[config.mk]
export PLATFORM = sky130hd
export DESIGN_NAME = rtcal_top
export DESIGN_NICKNAME = d
export VERILOG_FILES = /design/src/rtl/rtcal_pkg.sv /design/src/rtl/rtcal_top.sv /design/src/rtl/rtcal_sync.sv /design/src/rtl/rtcal_bcd_cnt.sv
export SDC_FILE = /design/constraint.sdc
export NUM_CORES = 1
export LEC_CHECK = 0
export BUFFER_PORTS_ARGS = -buffer_cell sky130_fd_sc_hd__buf_2
export CELL_PAD_IN_SITES_DETAIL_PLACEMENT = 2
export CELL_PAD_IN_SITES_GLOBAL_PLACEMENT = 2
export CORE_MARGIN = 2
export CORE_UTILIZATION = 35
export DETAILED_ROUTE_END_ITERATION = 16
export GPL_TIMING_DRIVEN = 0
export PLACE_DENSITY_LB_ADDON = 0.1
export SYNTH_ARGS = -nofsm -noshare
export SYNTH_HDL_FRONTEND = slang
export SYNTH_SLANG_ARGS = --single-unit
[constraint.sdc]
create_clock -name pclk -period 6.28 [get_ports pclk]
set_input_delay 0.314 -clock pclk [delete_from_list [all_inputs] [get_ports pclk]]
set_output_delay 0.314 -clock pclk [all_outputs]
set_load 0.005 [all_outputs]
[src/rtl/rtcal_pkg.sv]
package rtcal_pkg;

   // Register byte offsets
   localparam logic [7:0] OFF_MSEC  = 8'h00;
   localparam logic [7:0] OFF_SEC   = 8'h04;
   localparam logic [7:0] OFF_MIN   = 8'h08;
   localparam logic [7:0] OFF_HOUR  = 8'h0C;
   localparam logic [7:0] OFF_WDAY  = 8'h10;
   localparam logic [7:0] OFF_DATE  = 8'h14;
   localparam logic [7:0] OFF_MONTH = 8'h18;
   localparam logic [7:0] OFF_YEAR  = 8'h1C;
   localparam logic [7:0] OFF_ASEC  = 8'h20;
   localparam logic [7:0] OFF_AMIN  = 8'h24;
   localparam logic [7:0] OFF_AHOUR = 8'h28;
   localparam logic [7:0] OFF_ADATE = 8'h2C;
   localparam logic [7:0] OFF_CTRL  = 8'h30;
   localparam logic [7:0] OFF_STAT  = 8'h34;
   localparam logic [7:0] OFF_CORR  = 8'h38;
   localparam logic [7:0] OFF_OSC   = 8'h3C;
   localparam logic [7:0] OFF_ISO   = 8'h40;
   localparam logic [7:0] OFF_KEYLO = 8'h44;
   localparam logic [7:0] OFF_KEYHI = 8'h48;
   localparam logic [7:0] OFF_SCR0  = 8'h4C;
   localparam logic [7:0] OFF_SCR1  = 8'h50;

   // Unlock signature, high half then low half
   localparam logic [31:0] UNLOCK_KEY = 32'h95A4_F1E0;

   // Control register fields
   localparam int CTRL_ALM_EN    = 0;
   localparam int CTRL_ALM_MODE  = 1;
   localparam int CTRL_PER_EN    = 3;
   localparam int CTRL_PER_SEL   = 4;
   localparam int CTRL_WAKE_DIR  = 7;

   // Status register fields
   localparam int STAT_ALM   = 0;
   localparam int STAT_PER   = 1;
   localparam int STAT_WAKE  = 2;
   localparam int STAT_ISO   = 3;
   localparam int STAT_BUSY  = 4;

   // Reset values of the calendar
   localparam logic [11:0] RST_MSEC  = 12'h000;
   localparam logic [7:0]  RST_TIME  = 8'h00;
   localparam logic [3:0]  RST_WDAY  = 4'h0;
   localparam logic [7:0]  RST_DATE  = 8'h01;
   localparam logic [7:0]  RST_MONTH = 8'h01;
   localparam logic [7:0]  RST_YEAR  = 8'h00;
   localparam logic [7:0]  RST_CTRL  = 8'h00;

   // Crystal and millisecond divider
   localparam int XTAL_HZ = 32768;
   localparam int MS_HZ   = 1000;
   localparam logic [16:0] ACC_STEP = 17'(MS_HZ);
   localparam logic [16:0] ACC_WRAP = 17'(XTAL_HZ);

   // Crystal edges from write to visibility; least CPU to crystal ratio
   localparam logic [1:0] APPLY_TICKS = 2'h2;
   localparam int CPU_XTAL_RATIO = 3;

   typedef enum logic [1:0] {ALM_SEC, ALM_MIN, ALM_HOUR, ALM_DAY} rtcal_alm_e;
   typedef enum logic [2:0] {PER_MS, PER_SEC, PER_MIN, PER_HOUR, PER_DAY} rtcal_per_e;

endpackage

[src/rtl/rtcal_top.sv]
// Functional notes
// - Writes to clock registers need the unlock signature in both key halves.
// - CPU writes to clock registers are applied on crystal clock edges.
// - Written value appears after two further crystal clock periods.
// - Clock register writes only act while the oscillator is enabled.
// - Writing one to the isolation control releases isolation.
// - Without oscillator, release and key, unit stays isolated; clock register writes ignored.
// - Own power-on reset loads the reset values into all clock domain registers; date and month reset to 01.
// - Device reset does not disturb clock domain flops.
// - Hundred-year calendar stops at year 2099.
// - Counts ms to year in 24-hour form with leap February.
// - Time, calendar and alarm are BCD, one digit per nibble.
// - Alarm matches at second, minute, hour or day granularity.
// - Periodic event each ms, second, minute, hour or day.
// - All alarm and periodic sources merge into one interrupt line.
// - Alarm, periodic or wake input raise the wake request.
// - Wake pin may act as an input from an outside device.
// - Wake pin may be driven out to wake an outside device.
// - Scratch registers survive device resets.
//
// The APB slave port and the register addresses were decided locally.
`timescale 1ns/1ps
module rtcal_top
   import rtcal_pkg::*;
#(
   parameter int ADDR_W = 8
) (
   // Clocks and resets
   input  wire logic              pclk,
   input  wire logic              presetn,
   input  wire logic              rtc_por_n,
   // APB slave
   input  wire logic [ADDR_W-1:0] paddr,
   input  wire logic              psel,
   input  wire logic              penable,
   input  wire logic              pwrite,
   input  wire logic [31:0]       pwdata,
   output logic                   pready,
   output logic [31:0]            prdata,
   output logic                   pslverr,
   // Crystal clock, sampled
   input  wire logic              xtal_clk_i,
   // Wake pin
   input  wire logic              wake_pin_i,
   output logic                   wake_pin_o,
   output logic                   wake_pin_oe_n,
   // Events to the CPU
   output logic                   irq,
   output logic                   wake_req
);
   import rtcal_pkg::*;

   if (ADDR_W < 8) begin : g_chk
      $error("rtcal_top needs at least eight address bits");
   end

   logic [1:0]  pins_s;
   logic        xtal_q_ff;
   logic        wake_q_ff;
   logic        tick;
   logic [16:0] acc_ff;
   logic [16:0] acc_sum;
   logic        ms_inc, sec_inc, min_inc, hour_inc, day_inc, mon_inc, year_inc;
   logic        ms_hi, sec_hi, min_hi, hour_hi, date_hi, mon_hi, wday_hi;
   logic        at_end;
   logic [11:0] ms_q;
   logic [7:0]  sec_q, min_q, hour_q, date_q, mon_q, year_q;
   logic [3:0]  wday_q;
   logic [7:0]  mdays;
   logic        leap;
   logic        osc_en_ff, iso_rel_ff;
   logic [15:0] key_lo_ff, key_hi_ff;
   logic        isolated;
   logic        pend_ff;
   logic [7:0]  pend_addr_ff;
   logic [31:0] pend_data_ff;
   logic [1:0]  pend_cnt_ff;
   logic        apply;
   logic [7:0]  asec_ff, amin_ff, ahour_ff, adate_ff, ctrl_ff, corr_ff;
   logic [31:0] scr0_ff, scr1_ff;
   logic        alm_flag_ff, per_flag_ff, wk_flag_ff;
   logic [2:0]  flags_s;
   logic        match, match_q_ff, alm_set, per_set, wk_set;
   logic [7:0]  off;
   logic        addr_ok, gated, wr_fire;
   logic [31:0] rd_data;
   rtcal_alm_e  alm_mode;
   rtcal_per_e  per_sel;

   // Pin inputs cross into the logic through two flops
   rtcal_sync #(.W(2)) u_pin_sync (
      .clk   (pclk),
      .rst_n (rtc_por_n),
      .d     ({wake_pin_i, xtal_clk_i}),
      .q     (pins_s)
   );

   assign tick = pins_s[0] & ~xtal_q_ff;

   // power-on reset only; device reset not used here
   always_ff @(posedge pclk or negedge rtc_por_n) begin
      if (!rtc_por_n) begin
         xtal_q_ff <= 1'b0;
         wake_q_ff <= 1'b0;
      end else begin
         xtal_q_ff <= pins_s[0];
         wake_q_ff <= pins_s[1];
      end
   end

   // fractional divider with signed correction per crystal edge
   assign acc_sum = acc_ff + ACC_STEP + {{9{corr_ff[7]}}, corr_ff};
   // the chain freezes at the last instant of 2099
   assign at_end  = (year_q == 8'h99) & mon_hi & date_hi & hour_hi & min_hi & sec_hi & ms_hi;
   assign ms_inc  = tick & (acc_sum >= ACC_WRAP) & ~at_end;

   always_ff @(posedge pclk or negedge rtc_por_n) begin
      if (!rtc_por_n) begin
         acc_ff <= '0;
      end else if (tick) begin
         acc_ff <= (acc_sum >= ACC_WRAP) ? acc_sum - ACC_WRAP : acc_sum;
      end
   end

   // carry chain from milliseconds to year
   assign sec_inc  = ms_inc & ms_hi;
   assign min_inc  = sec_inc & sec_hi;
   assign hour_inc = min_inc & min_hi;
   assign day_inc  = hour_inc & hour_hi;
   assign mon_inc  = day_inc & date_hi;
   assign year_inc = mon_inc & mon_hi;

   // years 00 to 99 all lie in 2000 to 2099, so 00 is leap
   always_comb begin
      leap = (~year_q[4] & (year_q[3:0] == 4'h0 || year_q[3:0] == 4'h4 || year_q[3:0] == 4'h8))
           | (year_q[4] & (year_q[3:0] == 4'h2 || year_q[3:0] == 4'h6));
      case (mon_q)
         8'h02:   mdays = leap ? 8'h29 : 8'h28;
         8'h04,
         8'h06,
         8'h09,
         8'h11:   mdays = 8'h30;
         default: mdays = 8'h31;
      endcase
   end

   // writes land on the second crystal edge after capture
   assign apply = pend_ff & tick & (pend_cnt_ff == APPLY_TICKS - 2'h1);

   // every field is a chain of BCD digits
   rtcal_bcd_cnt #(.W(12), .RST(RST_MSEC)) u_ms (
      .clk(pclk), .rst_n(rtc_por_n), .inc(ms_inc),
      .ld(apply && pend_addr_ff == OFF_MSEC), .ld_val(pend_data_ff[11:0]),
      .lo(12'h000), .hi(12'h999), .q(ms_q), .at_hi(ms_hi)
   );
   rtcal_bcd_cnt #(.W(8), .RST(RST_TIME)) u_sec (
      .clk(pclk), .rst_n(rtc_por_n), .inc(sec_inc),
      .ld(apply && pend_addr_ff == OFF_SEC), .ld_val(pend_data_ff[7:0]),
      .lo(8'h00), .hi(8'h59), .q(sec_q), .at_hi(sec_hi)
   );
   rtcal_bcd_cnt #(.W(8), .RST(RST_TIME)) u_min (
      .clk(pclk), .rst_n(rtc_por_n), .inc(min_inc),
      .ld(apply && pend_addr_ff == OFF_MIN), .ld_val(pend_data_ff[7:0]),
      .lo(8'h00), .hi(8'h59), .q(min_q), .at_hi(min_hi)
   );
   rtcal_bcd_cnt #(.W(8), .RST(RST_TIME)) u_hour (
      .clk(pclk), .rst_n(rtc_por_n), .inc(hour_inc),
      .ld(apply && pend_addr_ff == OFF_HOUR), .ld_val(pend_data_ff[7:0]),
      .lo(8'h00), .hi(8'h23), .q(hour_q), .at_hi(hour_hi)
   );
   rtcal_bcd_cnt #(.W(4), .RST(RST_WDAY)) u_wday (
      .clk(pclk), .rst_n(rtc_por_n), .inc(day_inc),
      .ld(apply && pend_addr_ff == OFF_WDAY), .ld_val(pend_data_ff[3:0]),
      .lo(4'h0), .hi(4'h6), .q(wday_q), .at_hi(wday_hi)
   );
   rtcal_bcd_cnt #(.W(8), .RST(RST_DATE)) u_date (
      .clk(pclk), .rst_n(rtc_por_n), .inc(day_inc),
      .ld(apply && pend_addr_ff == OFF_DATE), .ld_val(pend_data_ff[7:0]),
      .lo(8'h01), .hi(mdays), .q(date_q), .at_hi(date_hi)
   );
   rtcal_bcd_cnt #(.W(8), .RST(RST_MONTH)) u_mon (
      .clk(pclk), .rst_n(rtc_por_n), .inc(mon_inc),
      .ld(apply && pend_addr_ff == OFF_MONTH), .ld_val(pend_data_ff[7:0]),
      .lo(8'h01), .hi(8'h12), .q(mon_q), .at_hi(mon_hi)
   );
   rtcal_bcd_cnt #(.W(8), .RST(RST_YEAR)) u_year (
      .clk(pclk), .rst_n(rtc_por_n), .inc(year_inc),
      .ld(apply && pend_addr_ff == OFF_YEAR), .ld_val(pend_data_ff[7:0]),
      .lo(8'h00), .hi(8'h99), .q(year_q), .at_hi()
   );

   // APB decode; the calendar stays in the crystal timing domain
   assign off     = paddr[7:0];
   assign addr_ok = (paddr[ADDR_W-1:0] <= ADDR_W'(OFF_SCR1)) && (paddr[1:0] == 2'b00);
   assign gated   = addr_ok && (off <= OFF_ADATE || off == OFF_CTRL || off == OFF_CORR
                               || off == OFF_SCR0 || off == OFF_SCR1);
   assign wr_fire = psel & penable & pready & pwrite & ~pslverr;

   // any missing condition keeps the unit isolated
   assign isolated = ~(osc_en_ff & iso_rel_ff & ({key_hi_ff, key_lo_ff} == UNLOCK_KEY));

   // Ungated controls: oscillator, isolation release and key halves
   always_ff @(posedge pclk or negedge rtc_por_n) begin
      if (!rtc_por_n) begin
         osc_en_ff  <= 1'b0;
         iso_rel_ff <= 1'b0;
         key_lo_ff  <= '0;
         key_hi_ff  <= '0;
      end else if (wr_fire) begin
         // oscillator enable is reachable while isolated
         if (off == OFF_OSC) begin
            osc_en_ff <= pwdata[0];
         end
         // a one releases, a zero isolates again
         if (off == OFF_ISO) begin
            iso_rel_ff <= pwdata[0];
         end
         if (off == OFF_KEYLO) begin
            key_lo_ff <= pwdata[15:0];
         end
         if (off == OFF_KEYHI) begin
            key_hi_ff <= pwdata[15:0];
         end
      end
   end

   // gated writes are only captured with the key matching
   // two crystal edges counted before the value shows
   always_ff @(posedge pclk or negedge rtc_por_n) begin
      if (!rtc_por_n) begin
         pend_ff      <= 1'b0;
         pend_addr_ff <= '0;
         pend_data_ff <= '0;
         pend_cnt_ff  <= '0;
      end else if (wr_fire && gated && !isolated) begin
         pend_ff      <= 1'b1;
         pend_addr_ff <= off;
         pend_data_ff <= pwdata;
         pend_cnt_ff  <= '0;
      end else if (apply) begin
         pend_ff <= 1'b0;
      end else if (pend_ff && tick) begin
         pend_cnt_ff <= pend_cnt_ff + 2'h1;
      end
   end

   // scratch and alarm settings survive device reset
   always_ff @(posedge pclk or negedge rtc_por_n) begin
      if (!rtc_por_n) begin
         asec_ff  <= RST_TIME;
         amin_ff  <= RST_TIME;
         ahour_ff <= RST_TIME;
         adate_ff <= RST_DATE;
         ctrl_ff  <= RST_CTRL;
         corr_ff  <= '0;
         scr0_ff  <= '0;
         scr1_ff  <= '0;
      end else if (apply) begin
         case (pend_addr_ff)
            OFF_ASEC:  asec_ff  <= pend_data_ff[7:0];
            OFF_AMIN:  amin_ff  <= pend_data_ff[7:0];
            OFF_AHOUR: ahour_ff <= pend_data_ff[7:0];
            OFF_ADATE: adate_ff <= pend_data_ff[7:0];
            OFF_CTRL:  ctrl_ff  <= pend_data_ff[7:0];
            OFF_CORR:  corr_ff  <= pend_data_ff[7:0];
            OFF_SCR0:  scr0_ff  <= pend_data_ff;
            OFF_SCR1:  scr1_ff  <= pend_data_ff;
            default:   ;
         endcase
      end
   end

   assign alm_mode = rtcal_alm_e'(ctrl_ff[CTRL_ALM_MODE +: 2]);
   assign per_sel  = rtcal_per_e'(ctrl_ff[CTRL_PER_SEL +: 3]);

   always_comb begin
      match = (sec_q == asec_ff);
      case (alm_mode)
         ALM_SEC:  match = match;
         ALM_MIN:  match = match & (min_q == amin_ff);
         ALM_HOUR: match = match & (min_q == amin_ff) & (hour_q == ahour_ff);
         ALM_DAY:  match = match & (min_q == amin_ff) & (hour_q == ahour_ff)
                         & (date_q == adate_ff);
         default:  match = 1'b0;
      endcase
   end
   assign alm_set = ctrl_ff[CTRL_ALM_EN] & match & ~match_q_ff;

   always_comb begin
      case (per_sel)
         PER_MS:   per_set = ms_inc;
         PER_SEC:  per_set = sec_inc;
         PER_MIN:  per_set = min_inc;
         PER_HOUR: per_set = hour_inc;
         PER_DAY:  per_set = day_inc;
         default:  per_set = 1'b0;
      endcase
      per_set = per_set & ctrl_ff[CTRL_PER_EN];
   end

   // rising edge on the pin while it is an input
   assign wk_set = ~ctrl_ff[CTRL_WAKE_DIR] & pins_s[1] & ~wake_q_ff;

   // Sticky flags; a set in the clearing cycle wins
   always_ff @(posedge pclk or negedge rtc_por_n) begin
      if (!rtc_por_n) begin
         match_q_ff  <= 1'b0;
         alm_flag_ff <= 1'b0;
         per_flag_ff <= 1'b0;
         wk_flag_ff  <= 1'b0;
      end else begin
         match_q_ff  <= match;
         alm_flag_ff <= alm_set | (alm_flag_ff & ~(wr_fire && off == OFF_STAT && pwdata[STAT_ALM]));
         per_flag_ff <= per_set | (per_flag_ff & ~(wr_fire && off == OFF_STAT && pwdata[STAT_PER]));
         wk_flag_ff  <= wk_set | (wk_flag_ff & ~(wr_fire && off == OFF_STAT && pwdata[STAT_WAKE]));
      end
   end

   // flags reach the CPU side through two flops
   rtcal_sync #(.W(3)) u_flag_sync (
      .clk   (pclk),
      .rst_n (rtc_por_n),
      .d     ({wk_flag_ff, per_flag_ff, alm_flag_ff}),
      .q     (flags_s)
   );

   // one request line; wake request; pin driven as output
   always_ff @(posedge pclk or negedge rtc_por_n) begin
      if (!rtc_por_n) begin
         irq           <= 1'b0;
         wake_req      <= 1'b0;
         wake_pin_o    <= 1'b0;
         wake_pin_oe_n <= 1'b1;
      end else begin
         irq           <= flags_s[STAT_ALM] | flags_s[STAT_PER];
         wake_req      <= |flags_s;
         wake_pin_o    <= ctrl_ff[CTRL_WAKE_DIR] & (flags_s[STAT_ALM] | flags_s[STAT_PER]);
         wake_pin_oe_n <= ~ctrl_ff[CTRL_WAKE_DIR];
      end
   end

   always_comb begin
      case (off)
         OFF_MSEC:  rd_data = 32'(ms_q);
         OFF_SEC:   rd_data = 32'(sec_q);
         OFF_MIN:   rd_data = 32'(min_q);
         OFF_HOUR:  rd_data = 32'(hour_q);
         OFF_WDAY:  rd_data = 32'(wday_q);
         OFF_DATE:  rd_data = 32'(date_q);
         OFF_MONTH: rd_data = 32'(mon_q);
         OFF_YEAR:  rd_data = 32'(year_q);
         OFF_ASEC:  rd_data = 32'(asec_ff);
         OFF_AMIN:  rd_data = 32'(amin_ff);
         OFF_AHOUR: rd_data = 32'(ahour_ff);
         OFF_ADATE: rd_data = 32'(adate_ff);
         OFF_CTRL:  rd_data = 32'(ctrl_ff);
         OFF_STAT:  rd_data = 32'({pend_ff, isolated, flags_s});
         OFF_CORR:  rd_data = 32'(corr_ff);
         OFF_OSC:   rd_data = 32'(osc_en_ff);
         OFF_ISO:   rd_data = 32'(iso_rel_ff);
         OFF_KEYLO: rd_data = 32'(key_lo_ff);
         OFF_KEYHI: rd_data = 32'(key_hi_ff);
         OFF_SCR0:  rd_data = scr0_ff;
         OFF_SCR1:  rd_data = scr1_ff;
         default:   rd_data = '0;
      endcase
      if (!addr_ok) begin
         rd_data = '0;
      end
   end

   // Bus side on device reset; a gated write waits while one is still pending
   always_ff @(posedge pclk or negedge presetn) begin
      if (!presetn) begin
         pready  <= 1'b0;
         prdata  <= '0;
         pslverr <= 1'b0;
      end else if (psel && penable && !pready && !(pwrite && gated && pend_ff)) begin
         pready  <= 1'b1;
         prdata  <= pwrite ? '0 : rd_data;
         pslverr <= ~addr_ok;
      end else begin
         pready  <= 1'b0;
         pslverr <= 1'b0;
      end
   end

   // Checks
   a_key_guard: assert property (@(posedge pclk) disable iff (!rtc_por_n)
      $rose(pend_ff) |-> $past({key_hi_ff, key_lo_ff}) == UNLOCK_KEY)
      else $error("write captured without key");
   a_osc_guard: assert property (@(posedge pclk) disable iff (!rtc_por_n)
      $rose(pend_ff) |-> $past(osc_en_ff) && $past(iso_rel_ff))
      else $error("write captured with oscillator off or isolated");
   a_iso_ignore: assert property (@(posedge pclk) disable iff (!rtc_por_n)
      (isolated && !pend_ff) |=> !pend_ff)
      else $error("write taken while isolated");
   a_tick_only: assert property (@(posedge pclk) disable iff (!rtc_por_n)
      (sec_q != $past(sec_q)) |-> $past(tick))
      else $error("seconds changed off a crystal edge");
   a_apply_late: assert property (@(posedge pclk) disable iff (!rtc_por_n)
      (apply && pend_addr_ff == OFF_SEC) |=> sec_q == $past(pend_data_ff[7:0])
         && $past(pend_cnt_ff) == 2'h1)
      else $error("seconds write not applied on second edge");
   a_year_stop: assert property (@(posedge pclk) disable iff (!rtc_por_n)
      (year_q == 8'h99 && !apply) |=> year_q == 8'h99)
      else $error("year passed 2099");
   a_leap_feb: assert property (@(posedge pclk) disable iff (!rtc_por_n)
      (mon_q == 8'h02 && date_q == 8'h28 && day_inc && leap && !apply) |=> date_q == 8'h29)
      else $error("leap February lost its 29th");
   a_alarm_match: assert property (@(posedge pclk) disable iff (!rtc_por_n)
      $rose(alm_flag_ff) |-> $past(sec_q) == $past(asec_ff))
      else $error("alarm without seconds match");
   a_irq_merge: assert property (@(posedge pclk) disable iff (!rtc_por_n)
      $rose(per_flag_ff) |-> ##[2:4] irq)
      else $error("periodic flag did not raise interrupt");
   a_per_flag: assert property (@(posedge pclk) disable iff (!rtc_por_n)
      per_set |=> per_flag_ff)
      else $error("periodic event lost");
endmodule

[src/rtl/rtcal_sync.sv]
`timescale 1ns/1ps
module rtcal_sync #(
   parameter int W = 1
) (
   // Clock and reset
   input  wire logic         clk,
   input  wire logic         rst_n,
   // Data
   input  wire logic [W-1:0] d,
   output logic      [W-1:0] q
);
   logic [W-1:0] meta_ff;

   if (W < 1) begin : g_chk
      $error("rtcal_sync width must be at least one");
   end

   always_ff @(posedge clk or negedge rst_n) begin
      if (!rst_n) begin
         meta_ff <= '0;
         q       <= '0;
      end else begin
         meta_ff <= d;
         q       <= meta_ff;
      end
   end
endmodule

[src/rtl/rtcal_bcd_cnt.sv]
`timescale 1ns/1ps
module rtcal_bcd_cnt #(
   parameter int           W   = 8,
   parameter logic [W-1:0] RST = '0
) (
   // Clock and reset
   input  wire logic         clk,
   input  wire logic         rst_n,
   // Control
   input  wire logic         inc,
   input  wire logic         ld,
   input  wire logic [W-1:0] ld_val,
   input  wire logic [W-1:0] lo,
   input  wire logic [W-1:0] hi,
   // Count
   output logic      [W-1:0] q,
   output logic              at_hi
);
   if (W % 4 != 0 || W < 4) begin : g_chk
      $error("rtcal_bcd_cnt width must be whole nibbles");
   end

   function automatic logic [W-1:0] bcd_inc(input logic [W-1:0] v);
      logic [W-1:0] r;
      logic         c;
      r = v;
      c = 1'b1;
      for (int i = 0; i < W / 4; i++) begin
         if (c) begin
            if (v[i*4 +: 4] >= 4'h9) begin
               r[i*4 +: 4] = 4'h0;
            end else begin
               r[i*4 +: 4] = v[i*4 +: 4] + 4'h1;
               c = 1'b0;
            end
         end
      end
      return r;
   endfunction

   // Loaded values above the limit wrap at the next step
   assign at_hi = (q >= hi);

   always_ff @(posedge clk or negedge rst_n) begin
      if (!rst_n) begin
         q <= RST;
      end else if (ld) begin
         q <= ld_val;
      end else if (inc) begin
         q <= at_hi ? lo : bcd_inc(q);
      end
   end
endmodule

# == After elaboration in Yosys (flattened, before gate mapping) ==
# Cells that the tools add are included.
# totals
register_bits,324
elab_cells,376
# op_classes
add_sub_neg,20
reduce_logical,78
eq_ne,59
n_bitwise,54
n_mux,88
magnitude_cmp,27
# ops
cell,n
32-bit case mux with 21 select lines,1
8-bit 2-to-1 mux,18
8-bit by 6-bit equality test with 1-bit output (second input constant),14
4-bit 2-to-1 mux,27
8-bit by 5-bit equality test with 1-bit output (second input constant),9
4-bit by 1-bit adder with 4-bit output (second input constant),16
4-bit >= comparator (second input constant),16
32-bit 2-to-1 mux,2
8-bit by 7-bit equality test with 1-bit output (second input constant),7
2-bit AND reduction,21
8-bit by 4-bit equality test with 1-bit output (second input constant),5
1-bit bitwise AND,37
12-bit 2-to-1 mux,3
32-bit equality test (second input constant),1
8-bit by 3-bit equality test with 1-bit output (second input constant),4
8-bit equality test,4
1-bit 2-to-1 mux,30
3-bit nonzero test,8
1-bit logical AND,22
2-bit nonzero test,10
17-bit by 10-bit adder with 17-bit output (second input constant),1
17-bit adder,1
17-bit by 16-bit >= comparator with 1-bit output (second input constant),1
17-bit 2-to-1 mux,1
other kinds (36),67

# == Depth between registers and ports, before layout ==
# logic_depth
depth_word,27
depth_mapped,18

# == Hierarchy ==
# From an unflattened synthesis, not the netlist that was laid out.
# unflattened
hier_cells,1888
hier_area_um2,19717.7
# by_module_without_submodules
module,cells_per_inst,instances,area_each_um2
rtcal_top,1095,1,12645.9
rtcal_bcd_cnt (u_hour ...),97,4,848.3
rtcal_bcd_cnt (u_date ...),97,2,849.6
rtcal_bcd_cnt (u_ms),155,1,1305.0
rtcal_bcd_cnt (u_wday),46,1,424.2
rtcal_sync (u_flag_sync),6,1,150.1
rtcal_sync (u_pin_sync),4,1,100.1

# == Worst setup path before layout ==
# OpenSTA, ideal clock, no wires.
# synth_timing
kind,register to register
from,register u_mon.q[0]
to,register u_year.q[3]
period_less_slack_ns,4.378
arrival_ns,4.252
t_required_ns,6.154
path_buffers,0
slack_ns,1.902
stages_incl_launch_ff,18
cell_sequence,dfstp_2 > inv_1 > ha_1 > o211ai_1 > o21ai_0 > and2_1 > mux2i_1 > ha_1 > or4b_1 > a21oi_1 > nor2_1 > a2111oi_4 > nor4_2 > or3_4 > or4_4 > nor2_4 > a211oi_1 > a221o_1
# synth_between
elab_chain_cells,18
# synth_lines
item,line,rtl
start: declaration,rtcal_bcd_cnt.sv:16,"output logic [W-1:0] q,"
start signal: assignment,rtcal_bcd_cnt.sv:48,q <= ld_val;
start signal: assignment,rtcal_bcd_cnt.sv:50,q <= at_hi ? lo : bcd_inc(q);
"8-bit by 3-bit equality test with 1-bit output, or another cell as far along",rtcal_top.sv:137,case (mon_q)
4-bit OR reduction,rtcal_top.sv:137,
5-bit case mux with 2 select lines,rtcal_top.sv:137,
8-bit by 6-bit >= comparator with 1-bit output,rtcal_bcd_cnt.sv:42,assign at_hi = (q >= hi);
1-bit bitwise AND (5 in a row),rtcal_top.sv:114,assign at_end = (year_q == 8'h99) & mon_hi & date_hi & hour_hi & min_hi & sec_hi & ms_hi;
1-bit NOT,rtcal_top.sv:115,assign ms_inc = tick & (acc_sum >= ACC_WRAP) & ~at_end;
1-bit bitwise AND,rtcal_top.sv:115,
1-bit bitwise AND,rtcal_top.sv:126,assign sec_inc = ms_inc & ms_hi;
1-bit bitwise AND,rtcal_top.sv:127,assign min_inc = sec_inc & sec_hi;
1-bit bitwise AND,rtcal_top.sv:128,assign hour_inc = min_inc & min_hi;
1-bit bitwise AND,rtcal_top.sv:129,assign day_inc = hour_inc & hour_hi;
1-bit bitwise AND,rtcal_top.sv:130,assign mon_inc = day_inc & date_hi;
1-bit bitwise AND (*),rtcal_top.sv:131,assign year_inc = mon_inc & mon_hi;
2-bit nonzero test (no line) (*),n/a,
end signal: assignment,rtcal_bcd_cnt.sv:48,
end signal: assignment,rtcal_bcd_cnt.sv:50,
end: declaration,rtcal_bcd_cnt.sv:16,
# Every way passes the cells marked *; elsewhere a longest branch is shown, timed or not.
# A chain may end at the register's enable or synchronous reset.

# == Worst setup path in the final report ==
# layout_timing
from,register u_mon.q[0]
to,register u_date.q[5]
# layout_between
elab_chain_cells,17
# layout_lines
item,line
"8-bit by 3-bit equality test with 1-bit output, or another cell as far along",rtcal_top.sv:137
4-bit OR reduction,rtcal_top.sv:137
5-bit case mux with 2 select lines,rtcal_top.sv:137
8-bit by 6-bit >= comparator with 1-bit output,rtcal_bcd_cnt.sv:42
1-bit bitwise AND (5 in a row),rtcal_top.sv:114
1-bit NOT,rtcal_top.sv:115
1-bit bitwise AND,rtcal_top.sv:115
1-bit bitwise AND,rtcal_top.sv:126
1-bit bitwise AND,rtcal_top.sv:127
1-bit bitwise AND,rtcal_top.sv:128
1-bit bitwise AND,rtcal_top.sv:129
2-bit nonzero test (no line),n/a
2-bit AND reduction (no line),n/a
end signal: assignment,rtcal_bcd_cnt.sv:48
end signal: assignment,rtcal_bcd_cnt.sv:50
end: declaration,rtcal_bcd_cnt.sv:16
# Parallel ways exist; a longest one is shown, timed or not. The select of a mux whose other input is x is not followed.

==> flow_summary.toml <==
[run_status]
status = "finished clean"

[worst_setup_path]
critPathMaxFanout = 9
cp_slowest_cell = "a2111oi_4"
rrSetupSlack_ns = 0.52
start_kind = "flip-flop"
crit_chain = "inv_1 > ha_1 > o211ai_1 > o21ai_0 > and2_1 > mux2i_1 > ha_1 > or4b_1 > a21oi_1 > nor2_1 > a2111oi_4 > nor4_2 > nor3_1 > nand2_1 > nor3_2 > mux2_2 > a21oi_1"
cp.arrival_ns = 6.26
critical_path.max_stage_delay_ns = 0.71
crit_type = "reg2reg"
crit_required_ns = 6.77
endpoint_kind = "flip-flop"

[yosys]
synth-edff-count = 0
synth.yosys.warnings = 0
synth_seq_cells = 324
syn-num-nets = 1770
async_flop_share = 1.00
postSynthAreaPerCell_um2 = 10.5
yosysSeqAreaShare = 0.473
synthFlopType = "dfrtp_1"
syn_area_mm2 = 0.0172
syn_inst = 1634
synth_cell_types = 83

[grt]
grt_use_total = 0.266
grt_max_degree = 110
grt_pass1_wl_um = 101000
grt-ovfl-total = 0
antenna_found_initial = 1
first_global_vias = 15700

[power]
switchingPower_uw = 1650
switching_share = 0.302
power.density_mw_per_mm2 = 274
peakVddDrop_uv = 165
internal_power_uw = 3830
leakagePower_uw = 0.00944
pwr-share-comb = 0.165
power.clock.fraction = 0.428
p_seq_frac = 0.408

[routing]
avgRoutedWirePerCell_um = 27.2
routed_wirelength_um = 66500
dr.pass1.iters = 9
antenna_left = 0
viasPerCell = 5.88
vias = 14300
drt_iter0_markers = 1121
route.detailed.drc = 0

[final_layout]
areaGrowthSynthToFinish_pct = 16.4
layout-drive-gt1-share = 0.194
nets = 1922
layout.cells.non_filler = 2439
final_area_mm2 = 0.0200
diodes = 0
post-route-util = 0.410

[sta]
drv_slew = 0
fin_setup_tns_ns = 0
setup_viol = 0
relSlewSlack = 0.125
period_needed_ns = 5.76
fmax_mhz = 173
tightest_slew_ns = 1.30
finalHoldViolations = 0
worst_slack_ns = 0.515
fin_crit_sh = 0.918
rsz0062_at_grt = "no"
worst_clock_skew_ns = 0.0234

[floorplanning]
core_mm2 = 0.0486
die_w_um = 225
die_height_um = 225
initial_core_util = 0.353
ios = 86
num_rows = 81
die_area_mm2 = 0.0508

[placement]
preCtsSetupSlack_ns = 0.481
io_buffers = 84
dp_hpwl_um = 48600
placed_area_mm2 = 0.0185
gp_congestion = 0.892
dp_cells = 2345

[flow_run]
max_cap_viol_count = 0

[clocking]
cts_tree = "done"
clock_path_buffers = 3
cts_buffers = 41
clk_pin_slew_worst_paths_ns = 0.06
clk_latency_ns = 0.58
post_cts_buffers = 0
postCtsResizedCells = 0
cts.sinks = 324
ctsHoldBuffers = 20
root_buffer = "clkbuf_16"
cts_max_level = 2

[worst_hold_path]
hold_class = "in2reg"
## cell usage after synthesis, types with 7 or more instances
cell type | n | area [um^2]
dfrtp_1 | 320 | 8010
mux2_2 | 174 | 1960
nand2_1 | 161 | 604
nor2_1 | 95 | 357
o21ai_0 | 90 | 450
ha_1 | 87 | 1090
inv_1 | 81 | 304
clkbuf_1 | 62 | 233
a21oi_1 | 58 | 290
a22oi_1 | 56 | 420
nand3_1 | 41 | 205
nor3_1 | 32 | 160
nand4_1 | 26 | 163
xnor2_1 | 22 | 193
a21o_1 | 20 | 150
xor2_1 | 20 | 175
a222oi_1 | 19 | 190
a22o_1 | 15 | 131
a31oi_1 | 14 | 87.6
nor4_1 | 13 | 81.3
and3_1 | 12 | 75.1
nand2b_1 | 12 | 75.1
nor2b_1 | 12 | 75.1
a221oi_1 | 11 | 96.3
and2_1 | 10 | 62.6
o211ai_1 | 9 | 67.6
a221o_1 | 8 | 80.1
o21a_1 | 8 | 60.1
a211oi_1 | 7 | 52.6
mux2i_1 | 7 | 70.1
o31ai_1 | 7 | 52.6
## final timing paths
kind,endpoint,startpoint,depth (start not counted)
worst min register to register,u_flag_sync.q[0],u_flag_sync.meta_ff[0],0
min in group asynchronous,u_year.q[1],rtc_por_n,2
worst min-delay path,key_lo_ff[4],pwdata[4],2
max in group asynchronous,pend_data_ff[27],rtc_por_n,3
worst max register to register,u_date.q[5],u_mon.q[0],17
worst max-delay path,u_date.q[5],u_mon.q[0],17
## worst max-delay path, delay by kind of cell (launching register included)
kind | cells | cell delay [ns]
and+or+nand+nor | 7 | 2.45
buffers and inverters | 1 | 0.14
DFF | 1 | 0.66
adders and majority gates | 2 | 0.52
AOI/OAI and AO/OA | 5 | 1.31
muxes | 2 | 0.59
## registers in the layout, indices dropped and copies added (netlist names), 12 cells and up
| register | cells |
|---|---|
| prdata | 32 |
| acc_ff | 17 |
| key_hi_ff | 16 |
| u_ms.q | 12 |
| scr0_ff | 32 |
| scr1_ff | 32 |
| pend_data_ff | 32 |
| key_lo_ff | 16 |
## logic make-up (layout without fill, tap and decap cells)
kind of cell | after synthesis | in the layout | share of synthesized area
AO/OA/AOI/OAI | 388 | 388 | 0.158
XOR/XNOR | 42 | 42 | 0.0214
adder cells (fa/ha/maj) | 88 | 88 | 0.0646
buffers and inverters | 150 | 333 | 0.0329
flip-flops | 324 | 324 | 0.473
multiplexers | 181 | 181 | 0.118
AND/OR/NAND/NOR | 461 | 461 | 0.132
## power groups by stage
stage,combinational [uW],sequential (uW),clock (uW)
after floorplan,586,2230,0
after global placement,864,2260,0
after detailed placement,896,2270,0
after CTS,914,2230,2390
after global routing,1030,2240,2470
final,902,2230,2340
## cells in the final DEF (no fill, tap or decap), types with 8 or more instances in the layout
cell           count
ha_1              87
a21oi_1           58
nand2b_1          12
buf_2             84
a21o_1            20
and3_1            12
clkbuf_1          75
xor2_1            20
mux2_2           174
nand2_1          161
and2_1            10
o21ai_0           90
dfrtp_1          320
nor3_1            32
o211ai_1           9
a22o_1            15
nand4_1           26
nor4_1            10
a22oi_1           56
nand3_1           41
nor2_1            95
xnor2_1           22
a222oi_1          19
inv_1             81
nor2b_1           12
a221o_1            8
clkbuf_16         41
a31oi_1           14
o21a_1             8
a221oi_1          11
dlygate4sd3_1     20
## final cells by class
| type | count | area (um^2) |
|---|---|---|
| multi-input combinational | 1160 | 8500 |
| timing repair buffer | 109 | 708 |
| fill | 5117 | 28700 |
| clock inverter | 14 | 135 |
| buffer | 68 | 256 |
| sequential | 324 | 8110 |
| tap | 622 | 778 |
| inverter | 82 | 308 |
| clock buffer | 60 | 1160 |
## routing by layer
metal,GRT usage,vias to the layer above,routed length (um)
met2,0.433,338,31600
li1,-,6294,-
met5,0,-,0
met4,0.0996,0,2460
met1,0.357,7591,29200
met3,0.0428,115,3210
## per-stage QoR
| stage | power [uW] | hold WS, ns |
|---|---|---|
| 5_1_grt | 5740 | 0.0188 |
| 3_5_place_dp | 3160 | 0.338 |
| 2_1_floorplan | 2820 | 0.0184 |
| 3_3_place_gp | 3130 | 0.335 |
| 4_1_cts | 5540 | 0.0120 |
| 6_report | 5480 | 0.0227 |
Note: power is estimated with default switching activity, not from simulation.
